`src/design/sdram_pin_params.svh`:
```
/*
 Constants for the command pin decoder: pin widths, address bit positions,
 burst lengths and the precharge count.
 Assumes inclusion by the package and the design modules.
*/
`ifndef SDRAM_PIN_PARAMS_SVH
`define SDRAM_PIN_PARAMS_SVH
`define NUM_BANKS 8
`define BANK_W 3
`define ADDR_W 14
`define ROW_W 14
`define COL_W 10
`define PRE_FLAG_BIT 10
`define CHOP_BIT 12
`define LEFT_W 3
`define PAIRS_FULL 3'h4
`define PAIRS_CHOP 3'h2
`define PRE_CNT_W 2
`define PRE_TICKS 2'h2
`endif

```
`src/design/sdram_pin_pkg.sv`:
```
/*
 Types shared by the command pin decoder: command codes, bank states,
 the pin bundle, the decoded command and the decoder state.
 Assumes the params header is on the include path.
*/
package sdram_pin_pkg;
`include "sdram_pin_params.svh"

	typedef enum logic [2:0] {
		CMD_NONE = 3'b000,
		CMD_OPEN_ROW = 3'b001,
		CMD_PRECHARGE = 3'b010,
		CMD_READ = 3'b011,
		CMD_WRITE = 3'b100,
		CMD_OTHER = 3'b101
	} cmd_t;

	typedef enum logic [1:0] {
		BANK_IDLE = 2'b00,
		BANK_ACTIVE = 2'b01,
		BANK_PRECHARGING = 2'b10
	} bank_state_t;

	typedef struct packed {
		logic ck;
		logic ck_c;
		logic cke;
		logic cs_n;
		logic row_n;
		logic col_n;
		logic wr_n;
		logic [`BANK_W-1:0] bank;
		logic [`ADDR_W-1:0] addr;
	} pin_bus_t;

	typedef struct packed {
		cmd_t kind;
		logic [`BANK_W-1:0] bank;
		logic [`ROW_W-1:0] row;
		logic [`COL_W-1:0] col;
		logic auto_pre;
		logic chop;
		logic pre_all;
	} cmd_info_t;

	typedef struct packed {
		logic ck_prev;
		logic susp;
		logic low_pwr;
		logic lp_entry;
		logic strobe;
		cmd_info_t cmd;
		logic burst_on;
		logic burst_rd;
		logic burst_ap;
		logic [`BANK_W-1:0] burst_bank;
		logic [`LEFT_W-1:0] burst_left;
		bank_state_t [`NUM_BANKS-1:0] banks;
		logic [`NUM_BANKS-1:0][`PRE_CNT_W-1:0] pre_cnt;
	} core_state_t;
endpackage

```
`src/design/pin_sync.sv`:
```
/*
 Three-stage pin synchroniser with agreement filter.
 Assumes asynchronous inputs; output follows once stages two and three agree.
*/
`timescale 1ns/10ps
module pin_sync #(
	parameter int W = 8,
	parameter logic [W-1:0] RST_VAL = '0
) (
	// Clock and reset
	input wire logic clk,
	input wire logic rst_b,
	// Pins in, filtered level out
	input wire logic [W-1:0] d_in,
	output logic [W-1:0] d_out
);
	typedef struct packed {
		logic [W-1:0] s1;
		logic [W-1:0] s2;
		logic [W-1:0] s3;
		logic [W-1:0] filt;
	} sync_state_t;

	sync_state_t st_ff;
	sync_state_t nxt_st;

	always_comb begin
		nxt_st = st_ff;
		nxt_st.s1 = d_in;
		nxt_st.s2 = st_ff.s1;
		nxt_st.s3 = st_ff.s2;
		if (st_ff.s2 == st_ff.s3) begin
			nxt_st.filt = st_ff.s3;
		end
	end

	always_ff @(posedge clk) begin
		if (!rst_b) begin
			st_ff <= {RST_VAL, RST_VAL, RST_VAL, RST_VAL};
		end else begin
			st_ff <= nxt_st;
		end
	end

	assign d_out = st_ff.filt;
endmodule

```
`src/design/ddr_out_align.sv`:
```
/*
 Read data aligner: one data item per clock pair crossing.
 Assumes crossing pulses from the decoder and a freeze level while suspended.
*/
`timescale 1ns/10ps
module ddr_out_align #(
	parameter int W = 8
) (
	// Clock and reset
	input wire logic clk,
	input wire logic rst_b,
	// Crossing events and suspend
	input wire logic rise_x,
	input wire logic fall_x,
	input wire logic freeze,
	// Beat pair in
	input wire logic load,
	input wire logic [2*W-1:0] word,
	// Data out
	output logic [W-1:0] dq,
	output logic dq_oe
);
	typedef struct packed {
		logic [W-1:0] hi;
		logic [W-1:0] dq;
		logic oe;
	} out_state_t;

	out_state_t st_ff;
	out_state_t nxt_st;

	always_comb begin
		nxt_st = st_ff;
		if (load) begin
			nxt_st.dq = word[W-1:0];
			nxt_st.hi = word[2*W-1:W];
			nxt_st.oe = 1'b1;
		end else if (!freeze) begin
			if (fall_x && st_ff.oe) begin
				nxt_st.dq = st_ff.hi;
			end else if (rise_x) begin
				nxt_st.oe = 1'b0;
			end
		end
	end

	always_ff @(posedge clk) begin
		if (!rst_b) begin
			st_ff <= '0;
		end else begin
			st_ff <= nxt_st;
		end
	end

	assign dq = st_ff.dq;
	assign dq_oe = st_ff.oe;
endmodule

```
`src/design/sdram_cmd_decode.sv`:
```
/*
 Command and address pin decoder of a DDR synchronous DRAM: crossing
 capture, clock-enable suspend, bank tracking and read data alignment.
 Assumes the controller drives all pins; they arrive asynchronous to CLOCK.
*/
`timescale 1ns/10ps
`include "sdram_pin_params.svh"
module sdram_cmd_decode
	import sdram_pin_pkg::*;
#(
	parameter int DQ_W = 8
) (
	// Clock and reset
	input wire logic CLOCK,
	input wire logic RST_B,
	// Clock pair and command pins
	input wire logic CK_TRUE,
	input wire logic CLOCK_COMPLEMENT,
	input wire logic CLOCK_ENABLE,
	input wire logic CHIP_SELECT_N,
	input wire logic ROW_STROBE_N,
	input wire logic COL_STROBE_N,
	input wire logic WRITE_STROBE_N,
	input wire logic [`BANK_W-1:0] BANK_SELECT,
	input wire logic [`ADDR_W-1:0] ADDRESS_LINES,
	// Decoded command
	output cmd_info_t CMD_INFO,
	output logic CMD_STROBE,
	// Bank and power state
	output logic [`NUM_BANKS-1:0] BANK_OPEN,
	output logic ALL_IDLE,
	output logic SUSPENDED,
	output logic LOW_POWER,
	output logic LOW_POWER_ENTRY,
	// Read data
	output logic RD_REQ,
	input wire logic [2*DQ_W-1:0] RD_WORD,
	output logic [DQ_W-1:0] DQ_OUT,
	output logic DQ_OE
);
	localparam pin_bus_t PIN_RST = '{
		ck: 1'b0, ck_c: 1'b1, cke: 1'b0, cs_n: 1'b1, row_n: 1'b1,
		col_n: 1'b1, wr_n: 1'b1, bank: '0, addr: '0};

	core_state_t st_ff;
	core_state_t nxt_st;
	pin_bus_t raw;
	pin_bus_t pins;
	logic [$bits(pin_bus_t)-1:0] pins_vec;
	logic rise_x;
	logic fall_x;
	logic take;
	logic all_idle;
	logic burst_end;
	cmd_t dec;
	logic [`NUM_BANKS-1:0] idle_vec;
	bank_state_t [`NUM_BANKS-1:0] nxt_bank;
	logic [`NUM_BANKS-1:0][`PRE_CNT_W-1:0] nxt_cnt;

	assign raw = '{ck: CK_TRUE, ck_c: CLOCK_COMPLEMENT, cke: CLOCK_ENABLE,
		cs_n: CHIP_SELECT_N, row_n: ROW_STROBE_N, col_n: COL_STROBE_N,
		wr_n: WRITE_STROBE_N, bank: BANK_SELECT, addr: ADDRESS_LINES};

	pin_sync #(
		.W($bits(pin_bus_t)),
		.RST_VAL(PIN_RST)
	) u_sync (
		.clk(CLOCK),
		.rst_b(RST_B),
		.d_in(raw),
		.d_out(pins_vec)
	);

	assign pins = pin_bus_t'(pins_vec);

	// Crossing events
	assign rise_x = pins.ck & ~st_ff.ck_prev & ~pins.ck_c;
	assign fall_x = ~pins.ck & st_ff.ck_prev & pins.ck_c;
	assign take = rise_x & ~st_ff.susp;
	assign burst_end = take & st_ff.burst_on & (st_ff.burst_left == `LEFT_W'(1));
	assign all_idle = &idle_vec;

	// Command truth table
	always_comb begin
		dec = CMD_NONE;
		if (!pins.cs_n) begin
			case ({pins.row_n, pins.col_n, pins.wr_n})
			3'b011: begin
				dec = CMD_OPEN_ROW;
			end
			3'b010: begin
				dec = CMD_PRECHARGE;
			end
			3'b101: begin
				dec = CMD_READ;
			end
			3'b100: begin
				dec = CMD_WRITE;
			end
			3'b111: begin
				dec = CMD_NONE;
			end
			default: begin
				dec = CMD_OTHER;
			end
			endcase
		end
	end

	// Per-bank state
	for (genvar i = 0; i < `NUM_BANKS; i++) begin : g_bank
		logic hit;
		logic ap_close;
		assign hit = (pins.bank == `BANK_W'(i));
		assign ap_close = burst_end & st_ff.burst_ap & (st_ff.burst_bank == `BANK_W'(i));
		assign idle_vec[i] = (st_ff.banks[i] == BANK_IDLE);
		assign BANK_OPEN[i] = (st_ff.banks[i] == BANK_ACTIVE);
		always_comb begin
			nxt_bank[i] = st_ff.banks[i];
			nxt_cnt[i] = st_ff.pre_cnt[i];
			case (st_ff.banks[i])
			BANK_IDLE: begin
				if (take && dec == CMD_OPEN_ROW && hit) begin
					nxt_bank[i] = BANK_ACTIVE;
				end
			end
			BANK_ACTIVE: begin
				if ((take && dec == CMD_PRECHARGE && (hit || pins.addr[`PRE_FLAG_BIT]))
					|| ap_close) begin
					nxt_bank[i] = BANK_PRECHARGING;
					nxt_cnt[i] = `PRE_TICKS;
				end
			end
			BANK_PRECHARGING: begin
				if (take) begin
					if (st_ff.pre_cnt[i] == '0) begin
						nxt_bank[i] = BANK_IDLE;
					end else begin
						nxt_cnt[i] = st_ff.pre_cnt[i] - `PRE_CNT_W'(1);
					end
				end
			end
			default: begin
				nxt_bank[i] = BANK_IDLE;
			end
			endcase
		end
	end

	// Decoder state
	always_comb begin
		nxt_st = st_ff;
		nxt_st.ck_prev = pins.ck;
		nxt_st.strobe = 1'b0;
		nxt_st.lp_entry = 1'b0;
		nxt_st.banks = nxt_bank;
		nxt_st.pre_cnt = nxt_cnt;
		if (take) begin
			if (st_ff.burst_on) begin
				if (burst_end) begin
					nxt_st.burst_on = 1'b0;
				end else begin
					nxt_st.burst_left = st_ff.burst_left - `LEFT_W'(1);
				end
			end
			if (dec != CMD_NONE) begin
				nxt_st.strobe = 1'b1;
				nxt_st.cmd.kind = dec;
				nxt_st.cmd.bank = pins.bank;
				nxt_st.cmd.pre_all = (dec == CMD_PRECHARGE) && pins.addr[`PRE_FLAG_BIT];
			end
			if (dec == CMD_OPEN_ROW) begin
				nxt_st.cmd.row = pins.addr[`ROW_W-1:0];
			end
			if (dec == CMD_READ || dec == CMD_WRITE) begin
				nxt_st.cmd.col = pins.addr[`COL_W-1:0];
				nxt_st.cmd.auto_pre = pins.addr[`PRE_FLAG_BIT];
				nxt_st.cmd.chop = ~pins.addr[`CHOP_BIT];
				nxt_st.burst_on = 1'b1;
				nxt_st.burst_rd = (dec == CMD_READ);
				nxt_st.burst_ap = pins.addr[`PRE_FLAG_BIT];
				nxt_st.burst_bank = pins.bank;
				nxt_st.burst_left = pins.addr[`CHOP_BIT] ? `PAIRS_FULL : `PAIRS_CHOP;
			end
			if (!pins.cke) begin
				nxt_st.susp = 1'b1;
				if (all_idle && dec == CMD_NONE) begin
					nxt_st.low_pwr = 1'b1;
					nxt_st.lp_entry = 1'b1;
				end
			end
		end else if (rise_x && pins.cke) begin
			nxt_st.susp = 1'b0;
			nxt_st.low_pwr = 1'b0;
		end
	end

	always_ff @(posedge CLOCK) begin
		if (!RST_B) begin
			st_ff <= '0;
		end else begin
			st_ff <= nxt_st;
		end
	end

	// Read data path
	assign RD_REQ = take & st_ff.burst_on & st_ff.burst_rd;

	ddr_out_align #(
		.W(DQ_W)
	) u_out (
		.clk(CLOCK),
		.rst_b(RST_B),
		.rise_x(rise_x),
		.fall_x(fall_x),
		.freeze(st_ff.susp),
		.load(RD_REQ),
		.word(RD_WORD),
		.dq(DQ_OUT),
		.dq_oe(DQ_OE)
	);

	assign CMD_INFO = st_ff.cmd;
	assign CMD_STROBE = st_ff.strobe;
	assign ALL_IDLE = all_idle;
	assign SUSPENDED = st_ff.susp;
	assign LOW_POWER = st_ff.low_pwr;
	assign LOW_POWER_ENTRY = st_ff.lp_entry;
endmodule

```
`config.mk`:
```
export PLATFORM = sky130hd
export DESIGN_NAME = sdram_cmd_decode
export DESIGN_NICKNAME = d
export VERILOG_FILES = /design/src/design/sdram_pin_pkg.sv /design/src/design/pin_sync.sv /design/src/design/ddr_out_align.sv /design/src/design/sdram_cmd_decode.sv
export VERILOG_INCLUDE_DIRS = /design/src /design/src/design
export SDC_FILE = /design/constraint.sdc
export NUM_CORES = 1
export LEC_CHECK = 0
export ABC_AREA = 1
export BUFFER_PORTS_ARGS = -buffer_cell sky130_fd_sc_hd__buf_2
export CORE_ASPECT_RATIO = 0.5
export CORE_MARGIN = 2
export CORE_UTILIZATION = 55
export CTS_BUF_LIST = sky130_fd_sc_hd__clkbuf_8
export DETAILED_ROUTE_END_ITERATION = 12
export PLACE_DENSITY_LB_ADDON = 0.2
export SYNTH_ARGS = -nofsm -noshare
export SYNTH_HDL_FRONTEND = slang
export SYNTH_SLANG_ARGS = --single-unit
export TNS_END_PERCENT = 30
```
`constraint.sdc`:
```
create_clock -name CLOCK -period 2 [get_ports CLOCK]
set_input_delay 0.4 -clock CLOCK [delete_from_list [all_inputs] [get_ports CLOCK]]
set_output_delay 0.4 -clock CLOCK [all_outputs]
set_load 0.01 [all_outputs]
```
==> results.json, run 1 <==
{
  "outcome": "finished clean",
  "start_util": 0.573,
  "synth-seq-cells": 191,
  "drive_gt1_frac": 0.162,
  "cp_num_buf_inv": 3,
  "clkLatencyLatePin_ps": 470,
  "syn_area_mm2": 0.00842,
  "grt_pass1_wl_mm": 28.8,
  "finalCriticalPeriod_ps": 1910,
  "crit_slowest_cell": "dfxtp_2",
  "pin_count": 98,
  "num_vias": 6911,
  "cts-root-buf": "clkbuf_8",
  "skew_ps": 19.2,
  "drtAntennaViolNets": 0,
  "drc": 0,
  "synth_area_leaders": "dfxtp_1 (45%), nand2_1 (13%), inv_1 (9.0%)",
  "critical_path_class": "reg -> out",
  "area_growth_pct": 9.45,
  "max_freq_ghz": 0.523,
  "crit_family": "simple AND/OR/NAND/NOR gates",
  "rsz0062_at_grt": "true",
  "clock_path_buffers": 2,
  "dieHeight_um": 91.5,
  "cp.required_ps": 1600,
  "drt_iter0_markers": 434,
  "cp-startpoint": "SUSPENDED$_SDFFE_PN0P_",
  "max_stage_delay_ps": 360,
  "grt_pass1_vias": 6293,
  "antenna_found_initial": 0,
  "powerDensity_mw_per_mm2": 859,
  "leakage_nw": 4.88,
  "hp-class": "in -> reg",
  "hold_ws_ps": 98.5,
  "crit_chain": "inv_2 -> nand4_4 -> nor2_4 -> nand2_4 -> inv_8 -> buf_2",
  "synth.distinct_cells": 36,
  "worstPathArrival_ps": 1510,
  "cp.depth": 6,
  "synth.top_cell.area_share": 0.454,
  "hpwlAfterDp_mm": 12.2,
  "grt_overflow": 0,
  "wl_per_cell_um": 12.1,
  "synth_nets": 1228,
  "cts_num_sinks": 191,
  "dieArea_mm2": 0.0164,
  "yosys.area.top_type": "dfxtp_1",
  "track_usage": 0.219,
  "coreArea_mm2": 0.0147,
  "finalWorstSetupSlack_ps": 87.9,
  "port_buffers": 97,
  "dr.pass1.iters": 5,
  "fp-row-count": 31,
  "report.final.hold_viol_count": 0,
  "tightest_slew_ps": 486,
  "syn_inst": 1176,
  "gp_congestion": 0.838,
  "final_util": 0.627,
  "rr_worst_depth": 5,
  "pre_cts_slack_ps": 215,
  "cts_hold_buf": 0,
  "seq_area_frac_synth": 0.454,
  "avgViaCountPerCell": 4.82,
  "final_cell_mix": "nand2_1 (285), inv_1 (200), dfxtp_1 (188)",
  "crit_path_max_fanout": 10,
  "crit_path_start_kind": "flop",
  "cts_buffers": 17,
  "cp-endpoint": "RD_REQ",
  "max_cap_viol_count": 0,
  "yosys_warnings": 0,
  "fillCellCount": 1338,
  "setup_violations": 0,
  "n_antenna_cell": 0,
  "final_common_cell": "nand2_1",
  "regToRegSetupSlack_ps": 220,
  "grt_max_degree": 103,
  "tritoncts": "yes",
  "routed_wl_mm": 17.3,
  "nets": 1274,
  "die_w_um": 179,
  "h-tree-depth": 4,
  "relSlewSlack": 0.675,
  "drv_slew": 0,
  "reg2reg_to": "CMD_INFO[17]$_SDFFE_PN0P_",
  "fin_crit_sh": 0.956,
  "peakVddDrop_mv": 0.459,
  "r2r_start": "u_sync.d_out[17]$_SDFFE_PN1N_",
  "synth.avg_cell_area_um2": 7.16,
  "cts.clk_slew.worst_paths_ps": 120,
  "crit_path_end_kind": "output port"
}
[per-layer routing]
metal	global-route usage	share of wire	up-vias
li1	-	-	3645
met1	0.288	0.48	3094
met2	0.366	0.46	155
met3	0.0448	0.051	17
met4	0.0596	0.0084	0
met5	0	0	-
[sequential cells by signal, indices dropped and copies added, names as in the netlist]
name and flops:
LOW_POWER 1, SUSPENDED 1, u_out.dq_oe 1, CMD_STROBE 1, st_ff 42, u_out.st_ff 8
u_sync.st_ff 24, u_out.dq 8, LOW_POWER_ENTRY 1, u_sync.d_out 24, CMD_INFO 32, u_sync.nxt_st 48
[synthesized netlist by cell type (all sizes together)]
cell / number
buf: 64
or2: 15
o22ai: 2
nor4: 1
inv: 206
clkbuf: 23
nor3: 3
o21ai: 53
a21oi: 55
nor2: 144
o211ai: 1
nand2: 287
nand4: 39
a21o: 1
nand3: 58
xor2: 1
ha: 10
o21bai: 5
a211oi: 1
dfxtp: 191
a31oi: 1
xnor2: 15
[layout make-up]
| type | instances | area (um^2) | share of cell area |
|---|---|---|---|
| Clock inverter | 15 | 203 | 0.0220 |
| Inverter | 206 | 781 | 0.0847 |
| Tap cell | 198 | 248 | 0.0269 |
| Timing Repair Buffer | 114 | 628 | 0.0681 |
| Multi-Input combinational cell | 692 | 3300 | 0.358 |
| Clock buffer | 17 | 234 | 0.0254 |
| Sequential cell | 191 | 3830 | 0.415 |
[power by group]
group	internal, W	switching, W
Clock	0.00101	0.00168
Sequential	0.00398	0.000101
Combinational	0.000422	0.000731
Total	0.00541	0.00251
[worst reg2reg max path, stage by stage (launching register included)]
cell and delay, ps:
dfxtp_1 470, nand4_1 240, nor2_2 410, buf_4 350, o21ai_0 120, a21oi_1 140
[timing repair]
| item | CTS | global route |
|---|---|---|
| cloned | 0 | 0 |
| endpoints found under the setup margin | 2 | 28 |
| pin swaps | 2 | 1 |
| setup buffers | 3 | 0 |
| gates resized for setup | 5 | 9 |
[through the flow]
step                instance area, um^2  total power [W]  std cells  TNS, ps
floorplan                          8420          0.00500       1176        0
global route                       9220          0.00835       1433   -0.737
global placement                   8730          0.00524       1398        0
detailed placement                 8730          0.00529       1398        0
CTS                                9200          0.00795       1433        0
finish                             9220          0.00792       1433        0
[how the worst min path moves through the flow]
stage / cells past startpoint / startpoint / endpoint / slack, ps
finish: 3 / ADDRESS_LINES[4] / u_sync.nxt_st[52]$_SDFF_PN0_ / 100
detailed placement: 2 / u_sync.nxt_st[59]$_SDFF_PN0_ / u_sync.nxt_st[35]$_SDFF_PN0_ / 390
global placement: 1 / u_sync.nxt_st[65]$_SDFF_PN1_ / u_sync.nxt_st[41]$_SDFF_PN1_ / 390
global route: 3 / ADDRESS_LINES[5] / u_sync.nxt_st[53]$_SDFF_PN0_ / 80
floorplan: 2 / u_sync.nxt_st[48]$_SDFF_PN0_ / u_sync.nxt_st[24]$_SDFF_PN0_ / 390
CTS: 3 / ADDRESS_LINES[7] / u_sync.nxt_st[55]$_SDFF_PN0_ / 80
[kinds of logic (layout without fill, tap and decap cells)]
family	after synthesis	after routing	synth area share
and+or+nand+nor	547	547	0.283
buffers and inverters	293	352	0.157
DFF	191	191	0.454
AOI/OAI and AO/OA	119	119	0.0749
xor gates and xnor gates	16	16	0.0166
adders and majority gates	10	10	0.0149
Note: power is estimated with default switching activity, not from simulation.
==> run 2: changes to the inputs <==
- BUFFER_PORTS_ARGS: -buffer_cell sky130_fd_sc_hd__buf_2 -> -buffer_cell sky130_fd_sc_hd__buf_4
- PLACE_DENSITY: unset -> 0.83
- PLACE_DENSITY_LB_ADDON: 0.2 -> unset
==> run 2 against run 1 <==
Net effect:
- register-to-register slack worse by 20 ps
- die area did not move
- non-clock buffer count unchanged
- global-route usage is 0.54 points higher
- hold slack improved by 2.6 ps
- setup slack worse by 6.9 ps
- largest power group unchanged
- sequential power barely moved
- critical endpoint unchanged
- power increased by 1.2%
- clock skew is 1.1 ps lower
- clock-buffer cell count unchanged
- sequential share of layout area is 1.1 points lower
- highest routed layer unchanged
==> results.json, run 2 (synthesis results as in run 1) <==
{
  "outcome": "finished clean",
  "crit_path_max_fanout": 10,
  "holdPathEnd": "u_sync.nxt_st[55]$_SDFF_PN0_",
  "post_dp_cell_area_mm2": 0.00898,
  "setup_violations": 0,
  "largest_reg_flops": 48,
  "cts_num_sinks": 191,
  "powerDensity_mw_per_mm2": 846,
  "grt_overflow": 0,
  "reg2reg_to": "st_ff[24]$_SDFFE_PN0P_",
  "r2r_start": "st_ff[78]$_SDFF_PN0_",
  "cp.required_ps": 1600,
  "regArea_mm2": 0.00382,
  "grt_pass1_wl_mm": 30.0,
  "post-route-cell-area_mm2": 0.00947,
  "h-tree-depth": 4,
  "finalCriticalPeriod_ps": 1920,
  "dieArea_mm2": 0.0164,
  "fin_crit_sh": 0.959,
  "cts.clk_slew.worst_paths_ps": 120,
  "fillCellCount": 1205,
  "leakage_nw": 4.91,
  "peakVddDrop_mv": 0.475,
  "crit_path_start_kind": "flop",
  "gp_congestion": 0.850,
  "num_vias": 7096,
  "tightest_slew_ps": 468,
  "wl_per_cell_um": 12.3,
  "die_w_um": 179,
  "cts-root-buf": "clkbuf_8",
  "final_util": 0.644,
  "grt_max_degree": 72,
  "regToRegSetupSlack_ps": 200,
  "clkLatencyLatePin_ps": 470,
  "hpwlAfterDp_mm": 12.2,
  "hp-class": "in -> reg",
  "total_power_w": 0.00801,
  "coreArea_mm2": 0.0147,
  "drv_slew": 0,
  "rr_worst_depth": 7,
  "n_antenna_cell": 0,
  "final_common_cell": "nand2_1",
  "hold_path_depth": 3,
  "drt_iter0_markers": 518,
  "pin_count": 98,
  "dieHeight_um": 91.5,
  "start_util": 0.573,
  "cts_buffers": 17,
  "max_freq_ghz": 0.521,
  "relSlewSlack": 0.688,
  "holdCritStartpoint": "ADDRESS_LINES[7]",
  "nets": 1274,
  "report.final.hold_viol_count": 0,
  "drc": 0,
  "multi_input_area_mm2": 0.00329,
  "crit_path_end_kind": "output port",
  "clock_path_buffers": 2,
  "fp-row-count": 31,
  "final_cell_mix": "nand2_1 (285), inv_1 (199), dfxtp_1 (190)",
  "dr.pass1.iters": 5,
  "track_usage": 0.225,
  "cts_hold_buf": 0,
  "avgViaCountPerCell": 4.95,
  "max_cap_viol_count": 0,
  "skew_ps": 18.1,
  "routed_wl_mm": 17.6,
  "antenna_found_initial": 0,
  "port_buffers": 97,
  "drive_gt1_frac": 0.157,
  "tritoncts": "yes",
  "worstPathArrival_ps": 1520,
  "drtAntennaViolNets": 0,
  "grt_pass1_vias": 6818,
  "area_growth_pct": 12.5,
  "critical_path_class": "reg -> out"
}
[run 2: final cells by class]
| cell class | instances | area share |
|---|---|---|
| Clock inverter | 15 | 0.0231 |
| Sequential cell | 191 | 0.404 |
| Tap cell | 198 | 0.0262 |
| Clock buffer | 17 | 0.0247 |
| Inverter | 206 | 0.0824 |
| Timing Repair Buffer | 114 | 0.0930 |
| Multi-Input combinational cell | 692 | 0.347 |
[run 2: worst max path at each step]
stage	startpoint	end	slack, ps
floorplan	SUSPENDED$_SDFFE_PN0P_	RD_REQ	520
detailed placement	u_sync.d_out[23]$_SDFFE_PN0N_	st_ff[26]$_SDFFE_PN0P_	310
finish	SUSPENDED$_SDFFE_PN0P_	RD_REQ	80
global route	st_ff[22]$_SDFFE_PN0P_	ALL_IDLE	-0.5
CTS	st_ff[21]$_SDFFE_PN0P_	ALL_IDLE	20
global placement	u_sync.st_ff[45]$_SDFF_PN0_	u_sync.d_out[16]$_SDFFE_PN0N_	360
[run 2: worst max-delay path: stages, from the launching register on]
cell     delay [ps]
dfxtp_1         370
inv_2           120
nand4_4         110
nor2_4          150
nand2_4         130
inv_8            70
buf_4           110
[run 2: what timing repair did]
item / 4_1_cts / 5_1_grt
pin swaps: 1 / 1
setup endpoints to repair: 1 / 2
gates resized for setup: 3 / 6
buffers inserted: 3 / 1
[run 2: power by group]
part,total [W],internal [W],switching (W)
clock network,0.00271,0.00110,0.00161
logic,0.00123,0.000485,0.000743
registers,0.00407,0.00398,0.0000975
[run 2: routing by layer]
| metal | part of all wire | track usage |
|---|---|---|
| met2 | 0.49 | 0.396 |
| met3 | 0.050 | 0.0465 |
| met5 | 0 | 0 |
| met4 | 0.021 | 0.0813 |
| met1 | 0.44 | 0.270 |
[run 2: metrics by stage]
step | setup TNS (ps) | worst slack, ps | instances | hold slack (ps)
6_report | 0 | 81.0 | 1433 | 101
5_1_grt | -0.479 | -0.479 | 1433 | 85.9
4_1_cts | 0 | 21.5 | 1432 | 95.6
3_5_place_dp | 0 | 311 | 1397 | 397
3_3_place_gp | 0 | 358 | 1397 | 396
2_1_floorplan | 0 | 517 | 1176 | 390
